==> src/afs_consts.vh <==
`ifndef AFS_CONSTS_VH
`define AFS_CONSTS_VH
// ----------------------------------------
// timing
// ----------------------------------------
`define AFS_CLK_PERIOD_NS 100
`define AFS_CONV_TIME_NS 400
`define AFS_CONV_CYCLES ((`AFS_CONV_TIME_NS + `AFS_CLK_PERIOD_NS - 1) / `AFS_CLK_PERIOD_NS)
`define AFS_AC_PERIOD_DEF 20
// ----------------------------------------
// frame layout
// ----------------------------------------
`define AFS_RES_W 19
`define AFS_FRAME_MAX 32
`define AFS_BITS_BASE 6'h10
`define AFS_BITS_STATUS 6'h08
`define AFS_CMD_W 5
`define AFS_CMD_REGCFG 5'h1A
`endif

==> src/afs_shifter.v <==
module afs_shifter (
    // clock and reset
    input wire clk,
    input wire reset,
    // control
    input wire load,
    input wire [31:0] frame_word,
    input wire [5:0] frame_bits,
    input wire dual,
    input wire fall,
    input wire rise,
    input wire cs_active,
    input wire sdi_s,
    input wire extra_clock_output_state,
    // outputs
    output reg sdo0_r,
    output reg sdo1_r,
    output reg sdo_oe_r,
    output reg [4:0] cmd_r,
    output reg cmd_done_r
);
    reg [31:0] sh_r;
    reg [5:0] left_r;
    reg [2:0] cmd_cnt_r;

    // ----------------------------------------
    // output shifting on falling edges
    // ----------------------------------------
    always @(posedge clk or posedge reset) begin
        if (reset) begin
            sh_r <= 32'h0000_0000;
            left_r <= 6'h00;
            sdo0_r <= 1'b0;
            sdo1_r <= 1'b0;
            sdo_oe_r <= 1'b0;
        end else if (load) begin
            sh_r <= frame_word;
            left_r <= frame_bits;
            sdo0_r <= frame_word[31];
            sdo1_r <= frame_word[30];
            sdo_oe_r <= 1'b1;
        end else if (!cs_active) begin
            sdo_oe_r <= 1'b0;
        end else if (fall) begin
            if (left_r > (dual ? 6'd2 : 6'd1)) begin
                // dual mode moves two bits per clock
                sh_r <= dual ? {sh_r[29:0], 2'b00} : {sh_r[30:0], 1'b0};
                sdo0_r <= dual ? sh_r[29] : sh_r[30];
                sdo1_r <= dual ? sh_r[28] : 1'b0;
                left_r <= left_r - (dual ? 6'd2 : 6'd1);
            end else begin
                left_r <= 6'h00;
                // extra clocks hold or release
                if (extra_clock_output_state)
                    sdo_oe_r <= 1'b0;
            end
        end
    end

    // ----------------------------------------
    // command capture on rising edges
    // ----------------------------------------
    always @(posedge clk or posedge reset) begin
        if (reset) begin
            cmd_r <= 5'h00;
            cmd_cnt_r <= 3'h0;
            cmd_done_r <= 1'b0;
        end else begin
            cmd_done_r <= 1'b0;
            if (!cs_active) begin
                cmd_cnt_r <= 3'h0;
            end else if (rise && cmd_cnt_r < 3'd5) begin
                cmd_r <= {cmd_r[3:0], sdi_s};
                cmd_cnt_r <= cmd_cnt_r + 3'd1;
                if (cmd_cnt_r == 3'd4)
                    cmd_done_r <= 1'b1;
            end
        end
    end
endmodule

==> src/afs_frame_sync.v <==
`include "afs_consts.vh"
// What this block does
// - four-wire mode 3 slave port
// - busy held through whole oversampled result
// - alert updated at conversion end
// - autocycle uses internal convert timer
// - autocycle busy low end, high start
// - alert sets only on threshold violation
// - result held until next conversion
// - clocks equal bits over output lines
// - dual mode outputs two bits per clock
// - frame length from oversampling and status
// - ratio one gives 16 or 24 bits
// - sample on convert edge, ignore in config
// - extra clocks hold or release output
module afs_frame_sync #(
    parameter AC_PERIOD = `AFS_AC_PERIOD_DEF
) (
    // clock and reset
    input wire clk,
    input wire reset,
    // spi pins
    input wire sclk,
    input wire cs_n,
    input wire sdi,
    output wire sdo0,
    output wire sdo0_oe,
    // convert start pin
    input wire convert_start,
    // configuration
    input wire conv_mode_req,
    input wire autocycle_en,
    input wire dual_en,
    input wire status_en,
    input wire busy_en,
    input wire [1:0] max_osr_sel,
    input wire [1:0] osr_sel,
    input wire extra_clock_output_state,
    // converter core
    input wire [18:0] core_result,
    input wire [7:0] core_status,
    input wire threshold_hit,
    // busy / alert / second data pin
    output wire busy_alert_pin,
    output wire busy_alert_pin_oe,
    // state
    output reg conv_mode_r,
    output reg busy_r,
    output reg alert_r,
    output reg [5:0] clocks_per_frame_r
);
    localparam ST_IDLE = 3'b001;
    localparam ST_CONV = 3'b010;
    localparam ST_DONE = 3'b100;
    localparam [31:0] CONV_CYC = `AFS_CONV_CYCLES;

    reg [2:0] state_r;
    reg [1:0] sclk_s_r, cs_s_r, sdi_s_r, cnv_s_r;
    reg sclk_d_r, cnv_d_r;
    reg [7:0] conv_cnt_r;
    reg [15:0] ac_cnt_r;
    reg [5:0] os_cnt_r;
    reg [18:0] result_r;
    reg [7:0] stat_r;
    reg [5:0] bits_per_frame_r;
    reg cs_d_r;
    wire sdo0_i, sdo1_i, oe_i;
    wire [4:0] cmd;
    wire cmd_done;

    // bits needed for a given oversampling setting
    function [5:0] frame_bits_f;
        input [1:0] oversampling_ratio;
        input st;
        reg [5:0] base;
        begin
            base = (oversampling_ratio == 2'd0) ? `AFS_BITS_BASE : `AFS_BITS_BASE + `AFS_BITS_STATUS;
            frame_bits_f = st ? base + `AFS_BITS_STATUS : base;
            if (oversampling_ratio == 2'd0 && st)
                frame_bits_f = 6'd24;
        end
    endfunction

    function [5:0] osr_count_f;
        input [1:0] oversampling_ratio;
        begin
            case (oversampling_ratio)
                2'd0: osr_count_f = 6'd1;
                2'd1: osr_count_f = 6'd4;
                2'd2: osr_count_f = 6'd16;
                default: osr_count_f = 6'd63;
            endcase
        end
    endfunction

    // ----------------------------------------
    // pin synchronisers
    // ----------------------------------------
    always @(posedge clk or posedge reset) begin
        if (reset) begin
            sclk_s_r <= 2'b11;
            cs_s_r <= 2'b11;
            sdi_s_r <= 2'b00;
            cnv_s_r <= 2'b00;
            sclk_d_r <= 1'b1;
            cnv_d_r <= 1'b0;
            cs_d_r <= 1'b1;
        end else begin
            sclk_s_r <= {sclk_s_r[0], sclk};
            cs_s_r <= {cs_s_r[0], cs_n};
            sdi_s_r <= {sdi_s_r[0], sdi};
            cnv_s_r <= {cnv_s_r[0], convert_start};
            sclk_d_r <= sclk_s_r[1];
            cnv_d_r <= cnv_s_r[1];
            cs_d_r <= cs_s_r[1];
        end
    end

    wire cs_active = ~cs_s_r[1];
    wire sck_fall = cs_active & sclk_d_r & ~sclk_s_r[1];
    wire sck_rise = cs_active & ~sclk_d_r & sclk_s_r[1];
    wire cs_start = cs_d_r & ~cs_s_r[1];
    // convert edge only counts in conversion mode
    wire ext_edge = conv_mode_r & ~autocycle_en & cnv_s_r[1] & ~cnv_d_r;
    // internal timer replaces the pin in autocycle
    wire ac_edge = conv_mode_r & autocycle_en & (ac_cnt_r == 16'h0000);
    wire start_conv = (ext_edge | ac_edge) & (state_r != ST_CONV);

    // ----------------------------------------
    // mode and frame length
    // ----------------------------------------
    always @(posedge clk or posedge reset) begin
        if (reset) begin
            conv_mode_r <= 1'b0;
            bits_per_frame_r <= `AFS_BITS_BASE;
            clocks_per_frame_r <= `AFS_BITS_BASE;
        end else begin
            if (cmd_done && cmd == `AFS_CMD_REGCFG)
                conv_mode_r <= 1'b0;
            else if (conv_mode_req)
                conv_mode_r <= 1'b1;
            bits_per_frame_r <= frame_bits_f(max_osr_sel, status_en);
            clocks_per_frame_r <= dual_en ? {1'b0, bits_per_frame_r[5:1]}
                                          : bits_per_frame_r;
        end
    end

    // ----------------------------------------
    // autocycle timer
    // ----------------------------------------
    always @(posedge clk or posedge reset) begin
        if (reset)
            ac_cnt_r <= 16'h0000;
        else if (!conv_mode_r || !autocycle_en)
            ac_cnt_r <= 16'h0000;
        else if (ac_cnt_r == 16'h0000)
            ac_cnt_r <= AC_PERIOD[15:0] - 16'h0001;
        else
            ac_cnt_r <= ac_cnt_r - 16'h0001;
    end

    // ----------------------------------------
    // conversion sequencing
    // ----------------------------------------
    always @(posedge clk or posedge reset) begin
        if (reset) begin
            state_r <= ST_IDLE;
            conv_cnt_r <= 8'h00;
            os_cnt_r <= 6'h00;
            busy_r <= 1'b0;
            alert_r <= 1'b0;
            result_r <= 19'h0_0000;
            stat_r <= 8'h00;
        end else begin
            // leaving conversion mode clears alert; a same-cycle set wins
            if (!conv_mode_r)
                alert_r <= 1'b0;
            case (state_r)
                ST_IDLE, ST_DONE: begin
                    if (!conv_mode_r) begin
                        state_r <= ST_IDLE;
                        busy_r <= 1'b0;
                        os_cnt_r <= 6'h00;
                    end else if (start_conv) begin
                        state_r <= ST_CONV;
                        conv_cnt_r <= CONV_CYC[7:0];
                        busy_r <= 1'b1;
                    end
                end
                ST_CONV: begin
                    if (conv_cnt_r > 8'd1) begin
                        conv_cnt_r <= conv_cnt_r - 8'd1;
                    end else begin
                        state_r <= ST_DONE;
                        alert_r <= threshold_hit ? 1'b1 : alert_r;
                        if (os_cnt_r + 6'd1 >= osr_count_f(osr_sel)) begin
                            os_cnt_r <= 6'h00;
                            busy_r <= 1'b0;
                            result_r <= core_result;
                            stat_r <= core_status;
                        end else begin
                            os_cnt_r <= os_cnt_r + 6'd1;
                        end
                    end
                end
                default: state_r <= ST_IDLE;
            endcase
        end
    end

    // ----------------------------------------
    // frame word and output pins
    // ----------------------------------------
    wire [31:0] frame_word = (max_osr_sel == 2'd0)
        ? {result_r[15:0], stat_r, 8'h00}
        : {result_r[18:0], 5'h00, stat_r};

    afs_shifter u_shift (
        .clk(clk),
        .reset(reset),
        .load(cs_start),
        .frame_word(frame_word),
        .frame_bits(bits_per_frame_r),
        .dual(dual_en),
        .fall(sck_fall),
        .rise(sck_rise),
        .cs_active(cs_active),
        .sdi_s(sdi_s_r[1]),
        .extra_clock_output_state(extra_clock_output_state),
        .sdo0_r(sdo0_i),
        .sdo1_r(sdo1_i),
        .sdo_oe_r(oe_i),
        .cmd_r(cmd),
        .cmd_done_r(cmd_done)
    );

    assign sdo0 = sdo0_i;
    assign sdo0_oe = oe_i;
    // shared pin: second data line in dual mode, else busy or alert
    assign busy_alert_pin = dual_en ? sdo1_i : (busy_en ? busy_r : alert_r);
    assign busy_alert_pin_oe = dual_en ? oe_i : 1'b1;
endmodule

==> config.mk <==
export PLATFORM = sky130hd
export DESIGN_NAME = afs_frame_sync
export DESIGN_NICKNAME = d
export VERILOG_FILES = /design/src/afs_shifter.v /design/src/afs_frame_sync.v
export VERILOG_INCLUDE_DIRS = /design/src
export SDC_FILE = /design/constraint.sdc
export NUM_CORES = 1
export LEC_CHECK = 0
export ABC_AREA = 0
export BUFFER_PORTS_ARGS = -buffer_cell sky130_fd_sc_hd__buf_4
export CAP_MARGIN = 20
export CORE_MARGIN = 8
export CORE_UTILIZATION = 54
export DETAILED_ROUTE_END_ITERATION = 10
export PLACE_DENSITY = 0.76
export SLEW_MARGIN = 25
export SYNTH_ARGS = -nofsm -noshare
export SYNTH_HDL_FRONTEND = slang
export SYNTH_HIERARCHICAL = 1
export SYNTH_SLANG_ARGS = --single-unit
==> constraint.sdc <==
create_clock -name clk -period 2.5 [get_ports clk]
set_input_delay 0.25 -clock clk [delete_from_list [all_inputs] [get_ports clk]]
set_output_delay 0.25 -clock clk [all_outputs]
set_load 0.02 [all_outputs]
==> results of run 1 <==
[registers in the layout, indices dropped and copies added (netlist names), 4 cells and up]
signal / flops
ac_cnt_r: 16
clocks_per_frame_r: 4
conv_cnt_r: 8
os_cnt_r: 6
result_r: 19
stat_r: 8
u_shift/cmd_r: 5
u_shift/left_r: 6
u_shift/sh_r: 31
[cells in the final DEF (no fill, tap or decap), types with 8 or more instances in the layout]
master and instances:
clkbuf_16 18, and2_1 8, dfrtp_1 120, inv_1 20, ha_1 18, buf_4 69
o21ai_0 19, dfstp_2 9, nor2_1 26, mux2_4 17, mux2i_1 34, nor3_1 9
o21ai_1 28, nand2_1 62, xnor2_1 8, mux2_2 56, nor2b_1 18, a21oi_1 15
mux2_1 8
[worst max-delay path by stage]
stage / start / endpoint / slack [ns] / depth (start not counted)
after floorplan: os_cnt_r[0] / result_r[0] / -0.01 / 9
after global routing: os_cnt_r[1] / result_r[2] / -0.06 / 10
final: os_cnt_r[1] / result_r[2] / 0.0007 / 10
after detailed placement: os_cnt_r[0] / os_cnt_r[2] / -0.15 / 9
after CTS: os_cnt_r[0] / result_r[7] / 0.002 / 10
after global placement: os_cnt_r[0] / stat_r[1] / 0.09 / 9
[synth_stat cells, types with 3 or more instances]
library cell  count  area (um^2)
nand2b_1          4        25.02
a21oi_1          15        75.07
a32o_1            4        40.04
nand3_1           7        35.03
xor2_1            7        61.31
nor2b_1          19        118.9
nor2_1           27        101.4
nand2_1          62        232.7
o21ai_1          27        135.1
nor4_1            4        25.02
clkbuf_1         19        71.32
o21ai_0          20        100.1
o21bai_1          4        30.03
mux2i_1          34        340.3
nor3b_1           7        52.55
dfrtp_1         121         3028
inv_1            22        82.58
and2_1            8        50.05
nor3_1            9        45.04
mux2_1           25        281.5
or3_1             4        25.02
a21o_1            6        45.04
dfstp_2           9        236.5
or4_1             4        30.03
xnor2_1          11        96.34
buf_6             3        33.78
ha_1             20        250.2
mux2_2           56        630.6
[cell families after synthesis]
group	Yosys count
compound gates	99
other cells	1
simple gates	173
flops	130
xor+xnor	18
fa+ha+maj	21
buf+inv	50
mux	115
[metal layers]
layer,vias to the layer above,global-route usage (%)
met5,-,0
met4,0,5.664
met3,14,5.408
met2,79,31.36
met1,2317,21.08
li1,2284,-
[per-stage QoR]
step                instances  worst slack, ns  setup TNS [ns]
detailed placement        826          -0.1542         -0.8181
finish                    868        0.0006717               0
global placement          826          0.08877               0
CTS                       865         0.001833               0
global route              868         -0.05959         -0.9814
floorplan                 611         -0.01188         -0.2377
[power breakdown]
group	leakage, nW	internal (mW)	total, mW	switching [mW]
clock	0.253	1.39	2.27	0.879
sequential	1.68	2.79	3.41	0.613
combinational	1.78	1.48	2.80	1.32
total	3.71	5.66	8.47	2.81
[area by class of cell]
cell class	count	area, um^2
clock buffer	23	457.9
clock inverter	9	83.83
fill	935	4185
inverter	22	82.58
multi-input combinational	431	3428
sequential	130	3266
tap	172	215.2
timing repair buffer	81	695.7
[what timing repair did]
item | in CTS | in global routing
setup buffers | 2 | 1
pin swaps | 2 | 3
resized for setup | 5 | 23
gates cloned | 0 | 2
hold endpoints to repair | 53 | 0
endpoints found under the setup margin | 26 | 28
hold buffers | 5 | 0
==> flow_summary.yaml, run 1 <==
global_routing:
  gr-usage-all-layers_pct: 18.11
  grt_start_max_net_pins: 50
  first_pass_grt_wire_length_um: 23630
  vias_in_the_first_global_route: 4951
  globalRouteOverflowTotal: 0
  antenna_found_initial: 0
clock_network:
  tritoncts: "yes"
  cts_inserted_buffers: 17
  clock_tree.root_cell: "clkbuf_16"
  cts_buffer_depth: 2
  clock_latency_ns: 0.41
  clk_transition_reported_paths_ns: 0.05
  h_tree_lvl_count: 4
  tritoncts_num_sinks: 130
worst_setup_path:
  slowest_delay_ns: 0.43
  crit_required_ns: 2.79
  cpLargestDelayFamily: "simple AND/OR/NAND/NOR gates"
  setup.worst_path.end_class: "flop"
  path_max_fanout: 14
  crit-reg2reg-capture: "result_r[2]"
  r2r_cells: 10
  reg2reg_slack_ns: 0.0007
  timing.critical_path.slowest_stage_cell: "dfrtp_1"
  critical_path.n_buffers_inverters: 2
  crit_type: "reg -> reg"
  critical_path_arrival_ns: 2.79
  crit_chain: "nand3_2, or2_4, xnor2_4, ha_4, and3_4, a221oi_4, buf_6, nor2_8, buf_12, mux2_1"
  worst_setup_path_start_kind: "flop"
  reg2reg_from: "os_cnt_r[1]"
power:
  powerDensity_nw_per_um2: 1029
  p_leak_nw: 3.713
  design_power_total_mw: 8.470
  ir_drop_v: 0.0006651
final_layout:
  layout_cell_share_with_drive_strength_beyond_1_pct: 30.46
  diodes: 0
  flow.area_growth_from_synthesis_pct: 21.55
  design_area_um2: 8229
  final_core_util_pct: 66.29
  nNetsFinal: 748
status:
  outcome: "finished, final reports clean"
worst_hold_path:
  hold_path_startpoint: "core_result[6]"
  timing.hold.worst_endpoint: "result_r[6]"
  min_delay_path_depth: 2
  hp-class: "in -> reg"
sta:
  whs_ns: 0.05313
  fmax_ghz: 0.4001
  finalWorstPathRequiredPeriod_ns: 2.499
  min_period_over_period_pct: 99.97
  final-hold-violation-count: 0
  max_slew.worst_pin.slew_ns: 0.8213
  grt_setup_unrepaired: "true"
  finalClockSkew_ns: 0.008565
  setup_viol: 0
  worst_slew_margin_rel_pct: 45.17
  drv_slew: 0
synthesis:
  synth_compound_gate_area_share_pct: 9.259
  post_synth.cell_area_avg_um2: 11.15
  yosys_warnings: 6
  synth_ff_type: "dfrtp_1"
  synth_cells: 607
  synth_top_family_by_area: "multiplexers"
  synth.lib_cells_used.distinct: 66
  mappedNetlistArea_um2: 6770
  yosys.area_share.simple_pct: 13.79
  flip_flop_and_latch_count_after_synthesis: 130
  synth-edff-count: 0
  synth_adder_area_share_pct: 3.992
  fraction_of_synthesized_area_in_multiplexers_pct: 18.50
  synth_sequential_area_ratio_pct: 48.22
  synth_async_sr_flop_share_pct: 100.0
  post_synth_xor_area_fraction_pct: 2.329
detailed_routing:
  vias: 4694
  dr_wl_met2_um: 7203
  sum_of_routed_wire_segments_on_met1_um: 6185
  first_iter_violations: 285
  avgRoutedWirePerCell_um: 16.18
  route.final.wire_length_um: 14050
  number_of_iterations_in_the_first_detailed_routing_pass: 4
  top_layer_in_use: "met4"
  drt_drc_violations_left: 0
  antenna_violating_nets_post_route: 0
  met3_wirelength_um: 482
  drt-vias-per-instance: 5.408
die:
  io_pins: 57
  core_um2: 12410
  floorplan.rows: 41
  fp.dieArea_um2: 16380
  initial_core_util_pct: 54.54
  dieHeight_um: 128.0
  floorplan.die.width_um: 128.0
place:
  post-dp-hpwl_um: 9360
  detailed_place.area_um2: 7448
  place_congestion: 0.8061
  place.port_buffers: 54
run:
  drv_cap: 0
Note: power is estimated with default switching activity, not from simulation.
==> run 2, diff against run 1 <==
Settings changed: CORE_UTILIZATION 54 to 60, PLACE_DENSITY 0.76 to 0.8.
Clock period 2.5 ns to 3 ns, I/O delays scaled along.
==> flow_summary.yaml, run 2 (synthesis gave the netlist of run 1 again) <==
status:
  outcome: "finished, final reports clean"
clock_network:
  tritoncts_num_sinks: 130
  h_tree_lvl_count: 4
  clock_tree.root_cell: "clkbuf_16"
  clock_latency_ns: 0.42
  post_cts_resized: 0
  cts_inserted_buffers: 17
  clk_transition_reported_paths_ns: 0.06
  cts_buffer_depth: 2
  tritoncts: "yes"
detailed_routing:
  drt-vias-per-instance: 5.752
  vias: 4740
  first_iter_violations: 290
  antenna_violating_nets_post_route: 0
  number_of_iterations_in_the_first_detailed_routing_pass: 5
  drt_drc_violations_left: 0
  route.final.wire_length_um: 13760
  avgRoutedWirePerCell_um: 16.70
die:
  io_pins: 57
  core_um2: 10940
  initial_core_util_pct: 61.91
  floorplan.rows: 38
  floorplan.die.width_um: 122.2
  dieHeight_um: 122.2
  fp.dieArea_um2: 14940
global_routing:
  grt_start_max_net_pins: 50
  antenna_found_initial: 0
  vias_in_the_first_global_route: 4812
  gr-usage-all-layers_pct: 19.49
  first_pass_grt_wire_length_um: 23020
  globalRouteOverflowTotal: 0
final_layout:
  reg.largest.list: "u_shift/sh_r (31), result_r (19), ac_cnt_r (16)"
  layout_cell_share_with_drive_strength_beyond_1_pct: 26.17
  diodes: 0
  flow.area_growth_from_synthesis_pct: 17.46
  top_register: "u_shift/sh_r"
  final_cell_mix: "dfrtp_1, buf_4, nand2_1, mux2_2, mux2i_1"
  layout.cells.most_common: "dfrtp_1"
  final_core_util_pct: 72.72
  largest_register_ff_count: 31
  nNetsFinal: 736
sta:
  finalSetupTns_ns: 0
  worst_slew_margin_rel_pct: 41.51
  finalClockSkew_ns: 0.01079
  final-hold-violation-count: 0
  grt_setup_unrepaired: "false"
  setup_viol: 0
  min_period_over_period_pct: 92.99
  drv_slew: 0
  fmax_ghz: 0.3585
  max_slew.worst_pin.slew_ns: 0.8773
  finalWorstPathRequiredPeriod_ns: 2.790
worst_setup_path:
  critical_path_arrival_ns: 3.09
  setup.worst_path.end_class: "flop"
  crit_type: "reg -> reg"
  critical_path.n_buffers_inverters: 1
  crit_required_ns: 3.30
  cpLargestDelayFamily: "compound AO/OA/AOI/OAI gates"
  path_max_fanout: 8
  timing.critical_path.slowest_stage_cell: "dfrtp_1"
  worst_setup_path_start_kind: "flop"
  crit_chain: "nand3_1, or2_2, xnor2_1, ha_1, and3_1, a221oi_2, buf_4, nand2_1, o311ai_0"
  slowest_delay_ns: 0.45
place:
  place_congestion: 0.7693
  post-dp-hpwl_um: 9510
  place.port_buffers: 54
run:
  drv_cap: 0
power:
  comb_power_share_pct: 30.0
  clockPowerShare_pct: 30.0
  p_leak_nw: 3.646
  switching_power_mw: 2.339
  internal_power_mw: 4.757
  ir_drop_v: 0.0006231
  design_power_total_mw: 7.096
  pwr-share-seq_pct: 39.9
  power.switching_fraction_pct: 32.96
  powerDensity_nw_per_um2: 892.3
worst_hold_path:
  hp-class: "in -> reg"
run 2: final timing paths:
check                          startpoint           to  slack (ns)  cells after the start
setup / recovery              os_cnt_r[2]  os_cnt_r[2]        0.21                      9
hold / removal             core_status[2]    stat_r[2]        0.09                      2
setup reg to reg              os_cnt_r[2]  os_cnt_r[2]        0.21                      9
hold reg to reg                sdi_s_r[0]   sdi_s_r[1]        0.35                      0
max in group asynchronous           reset  sclk_s_r[0]        1.78                      4
min in group asynchronous           reset   sdi_s_r[0]        0.44                      3
run 2: area by class of cell:
type                            count  area [um^2]
Clock buffer                       20        466.7
Clock inverter                     12        155.1
Fill cell                         740         2983
Inverter                           22        85.08
Multi-Input combinational cell    431         3276
Sequential cell                   130         3264
Tap cell                          140        175.2
Timing Repair Buffer               69        530.5
run 2: power groups by stage:
stage,Clock [mW],Combinational (mW),Sequential [mW]
after global routing,2.25,2.36,2.91
after CTS,2.17,2.14,2.83
after floorplan,0,1.67,2.69
after detailed placement,0,2.10,2.85
after global placement,0,2.00,2.81
final,2.13,2.13,2.83
run 2: layer usage:
layer | share of wire, % | GRT usage, % | wire length [um]
met3 | 4.2 | 4.731 | 583
met2 | 50 | 32.63 | 6921
met1 | 44 | 23.70 | 6018
met4 | 1.7 | 8.225 | 240
met5 | 0 | 0 | 0
run 2: repair_timing:
action	in CTS	in global routing
hold buffers	5	0
hold endpoints to repair	23	0
buffers inserted	0	0
run 2: per-stage QoR:
stage / instance area [um^2] / setup WS, ns / instances / hold WS (ns)
2_1_floorplan: 6785 / 0.2662 / 611 / 0.3045
3_5_place_dp: 7273 / 0.2133 / 787 / 0.3051
5_1_grt: 7953 / 0.03885 / 824 / 0.08100
4_1_cts: 7945 / 0.2060 / 824 / 0.07725
6_report: 7953 / 0.2103 / 824 / 0.09200
3_3_place_gp: 7273 / 0.2760 / 787 / 0.3060
==> run 3, diff against run 2 <==
Settings changed: CELL_PAD_IN_SITES_DETAIL_PLACEMENT set to 1, CELL_PAD_IN_SITES_GLOBAL_PLACEMENT set to 1, CORE_MARGIN 8 to not set, CORE_UTILIZATION 60 to 52, MAX_ROUTING_LAYER set to met4, PLACE_DENSITY 0.8 to not set, PLACE_DENSITY_LB_ADDON set to 0.1.
==> flow_summary.yaml, run 3 (synthesis gave the netlist of run 1 again) <==
status:
  outcome: "finished, final reports clean"
final_layout:
  top_register: "u_shift/sh_r"
  multi_input_logic_area_um2: 3276
  flow.area_growth_from_synthesis_pct: 18.20
  layout.cells.most_common: "dfrtp_1"
  ff_latch_area_um2: 3264
  fillers: 1350
  largest_register_ff_count: 31
  layout_cell_share_with_drive_strength_beyond_1_pct: 25.55
  diodes: 0
  final_cell_mix: "dfrtp_1, nand2_1, buf_4, mux2_2, mux2i_1"
  nNetsFinal: 733
  reg.largest.list: "u_shift/sh_r (31), result_r (19), ac_cnt_r (16)"
  final_cells: 853
global_routing:
  busiest_layer: "met2"
  first_pass_grt_wire_length_um: 27010
  antenna_found_initial: 0
  met3_usage_pct: 6.539
  globalRouteOverflowTotal: 0
  grt_use_met2_pct: 47.46
  gr-usage-met1_pct: 32.59
  vias_in_the_first_global_route: 5243
  gr-usage-all-layers_pct: 27.92
  grt_start_max_net_pins: 67
die:
  core_um2: 12670
  initial_core_util_pct: 53.43
  io_pins: 57
  floorplan.die.width_um: 116.1
  floorplan.rows: 41
  fp.dieArea_um2: 13480
  dieHeight_um: 116.1
power:
  ir_drop_v: 0.0004747
  powerDensity_nw_per_um2: 912.0
  p_leak_nw: 3.639
worst_setup_path:
  setup.worst_path.end_class: "flop"
  critical_path_arrival_ns: 3.12
  worst_setup_path_start_kind: "flop"
  crit_type: "reg -> reg"
  crit_required_ns: 3.29
  r2r_cells: 9
  path_max_fanout: 27
sta:
  finalWorstPathRequiredPeriod_ns: 2.833
  finalClockSkew_ns: 0.007056
  finalSetupTns_ns: 0
  fmax_ghz: 0.3530
  min_period_over_period_pct: 94.44
  worst_slew_margin_rel_pct: 46.77
  drv_slew: 0
  setup_viol: 0
  final-hold-violation-count: 0
  grt_setup_unrepaired: "false"
  max_slew.worst_pin.slew_ns: 0.7976
place:
  dpl.cell_count: 817
  place_congestion: 0.8522
  post-dp-hpwl_um: 10500
  place.port_buffers: 54
detailed_routing:
  drt_drc_violations_left: 0
  antenna_violating_nets_post_route: 0
  drt-vias-per-instance: 5.645
  first_iter_violations: 208
  vias: 4815
  avgRoutedWirePerCell_um: 19.48
  route.final.wire_length_um: 16620
  number_of_iterations_in_the_first_detailed_routing_pass: 4
clock_network:
  tritoncts: "yes"
  clock_latency_ns: 0.42
  tritoncts_num_sinks: 130
  post_cts_resized: 0
  h_tree_lvl_count: 4
  cts_inserted_buffers: 17
  cts_buffer_depth: 2
  clock_tree.root_cell: "clkbuf_16"
  post_cts_buffers: 0
  clk_transition_reported_paths_ns: 0.06
run:
  drv_cap: 0
worst_hold_path:
  hp-class: "in -> async"
==> run 3: cell types whose count changed in the layout (fill, tap and decap cells not counted), sizes merged <==
cell / before / now
clkinvlp: 2 / 3
bufinv: 3 / 4
buf: 64 / 62
dlygate4sd3: 5 / 4
clkinv: 8 / 3
clkbuf: 20 / 23
==> run 3: cell type report <==
cell class	instances	share of cell area (%)
multi-input combinational	431	40.93
sequential	130	40.79
timing repair buffer	66	6.629
clock buffer	23	5.972
tap	172	2.689
clock inverter	9	1.907
inverter	22	1.079
==> run 3: through the flow <==
step | power, mW | hold WS (ns) | utilization [%] | area, um^2 | setup slack, ns
final | 7.298 | 0.004074 | 63.16 | 8003 | 0.1669
after detailed placement | 5.024 | 0.3524 | 57.87 | 7332 | 0.2493
after global placement | 4.847 | 0.3410 | 57.80 | 7323 | 0.2936
after global routing | 7.715 | 0.04685 | 63.16 | 8003 | 0.04520
after floorplan | 4.364 | 0.3045 | - | 6785 | 0.2662
after CTS | 7.348 | 0.01274 | 63.16 | 8003 | 0.1673
==> run 3: routing by layer <==
metal	up-vias	wire length, um
met2	94	8652
li1	2254	-
met3	24	529
met5	-	0
met1	2443	7130
met4	0	308
==> run 3: power by group <==
| group | switching, mW | internal [mW] |
|---|---|---|
| logic | 1.17 | 1.06 |
| clock network | 0.763 | 1.45 |
| registers | 0.526 | 2.33 |
| total | 2.46 | 4.84 |
==> run 3: final timing paths <==
| kind | startpoint | endpoint | slack, ns |
|---|---|---|---|
| worst max-delay path | os_cnt_r[2] | result_r[1] | 0.17 |
| worst max register to register | os_cnt_r[2] | result_r[1] | 0.17 |
| max in group asynchronous | reset | clocks_per_frame_r[4] | 2.22 |
| worst min register to register | cnv_s_r[0] | cnv_s_r[1] | 0.36 |
| min in group clk | core_result[2] | result_r[2] | 0.10 |
| worst min-delay path | reset | u_shift/sh_r[21] | 0.004 |
==> run 3: timing repair <==
item | in CTS | in global routing
endpoints found under the setup margin | 0 | 0
hold buffers | 4 | 0
endpoints found under the hold margin | 4 | 0
==> run 3: worst max-delay path, cell delays in order, from the launching register on <==
cell	delay, ns
dfrtp_1	0.44
nand3_1	0.16
or2_2	0.34
xnor2_1	0.16
ha_1	0.33
and3_1	0.18
a221oi_2	0.06
buf_4	0.20
nor2_8	0.41
mux2_1	0.40
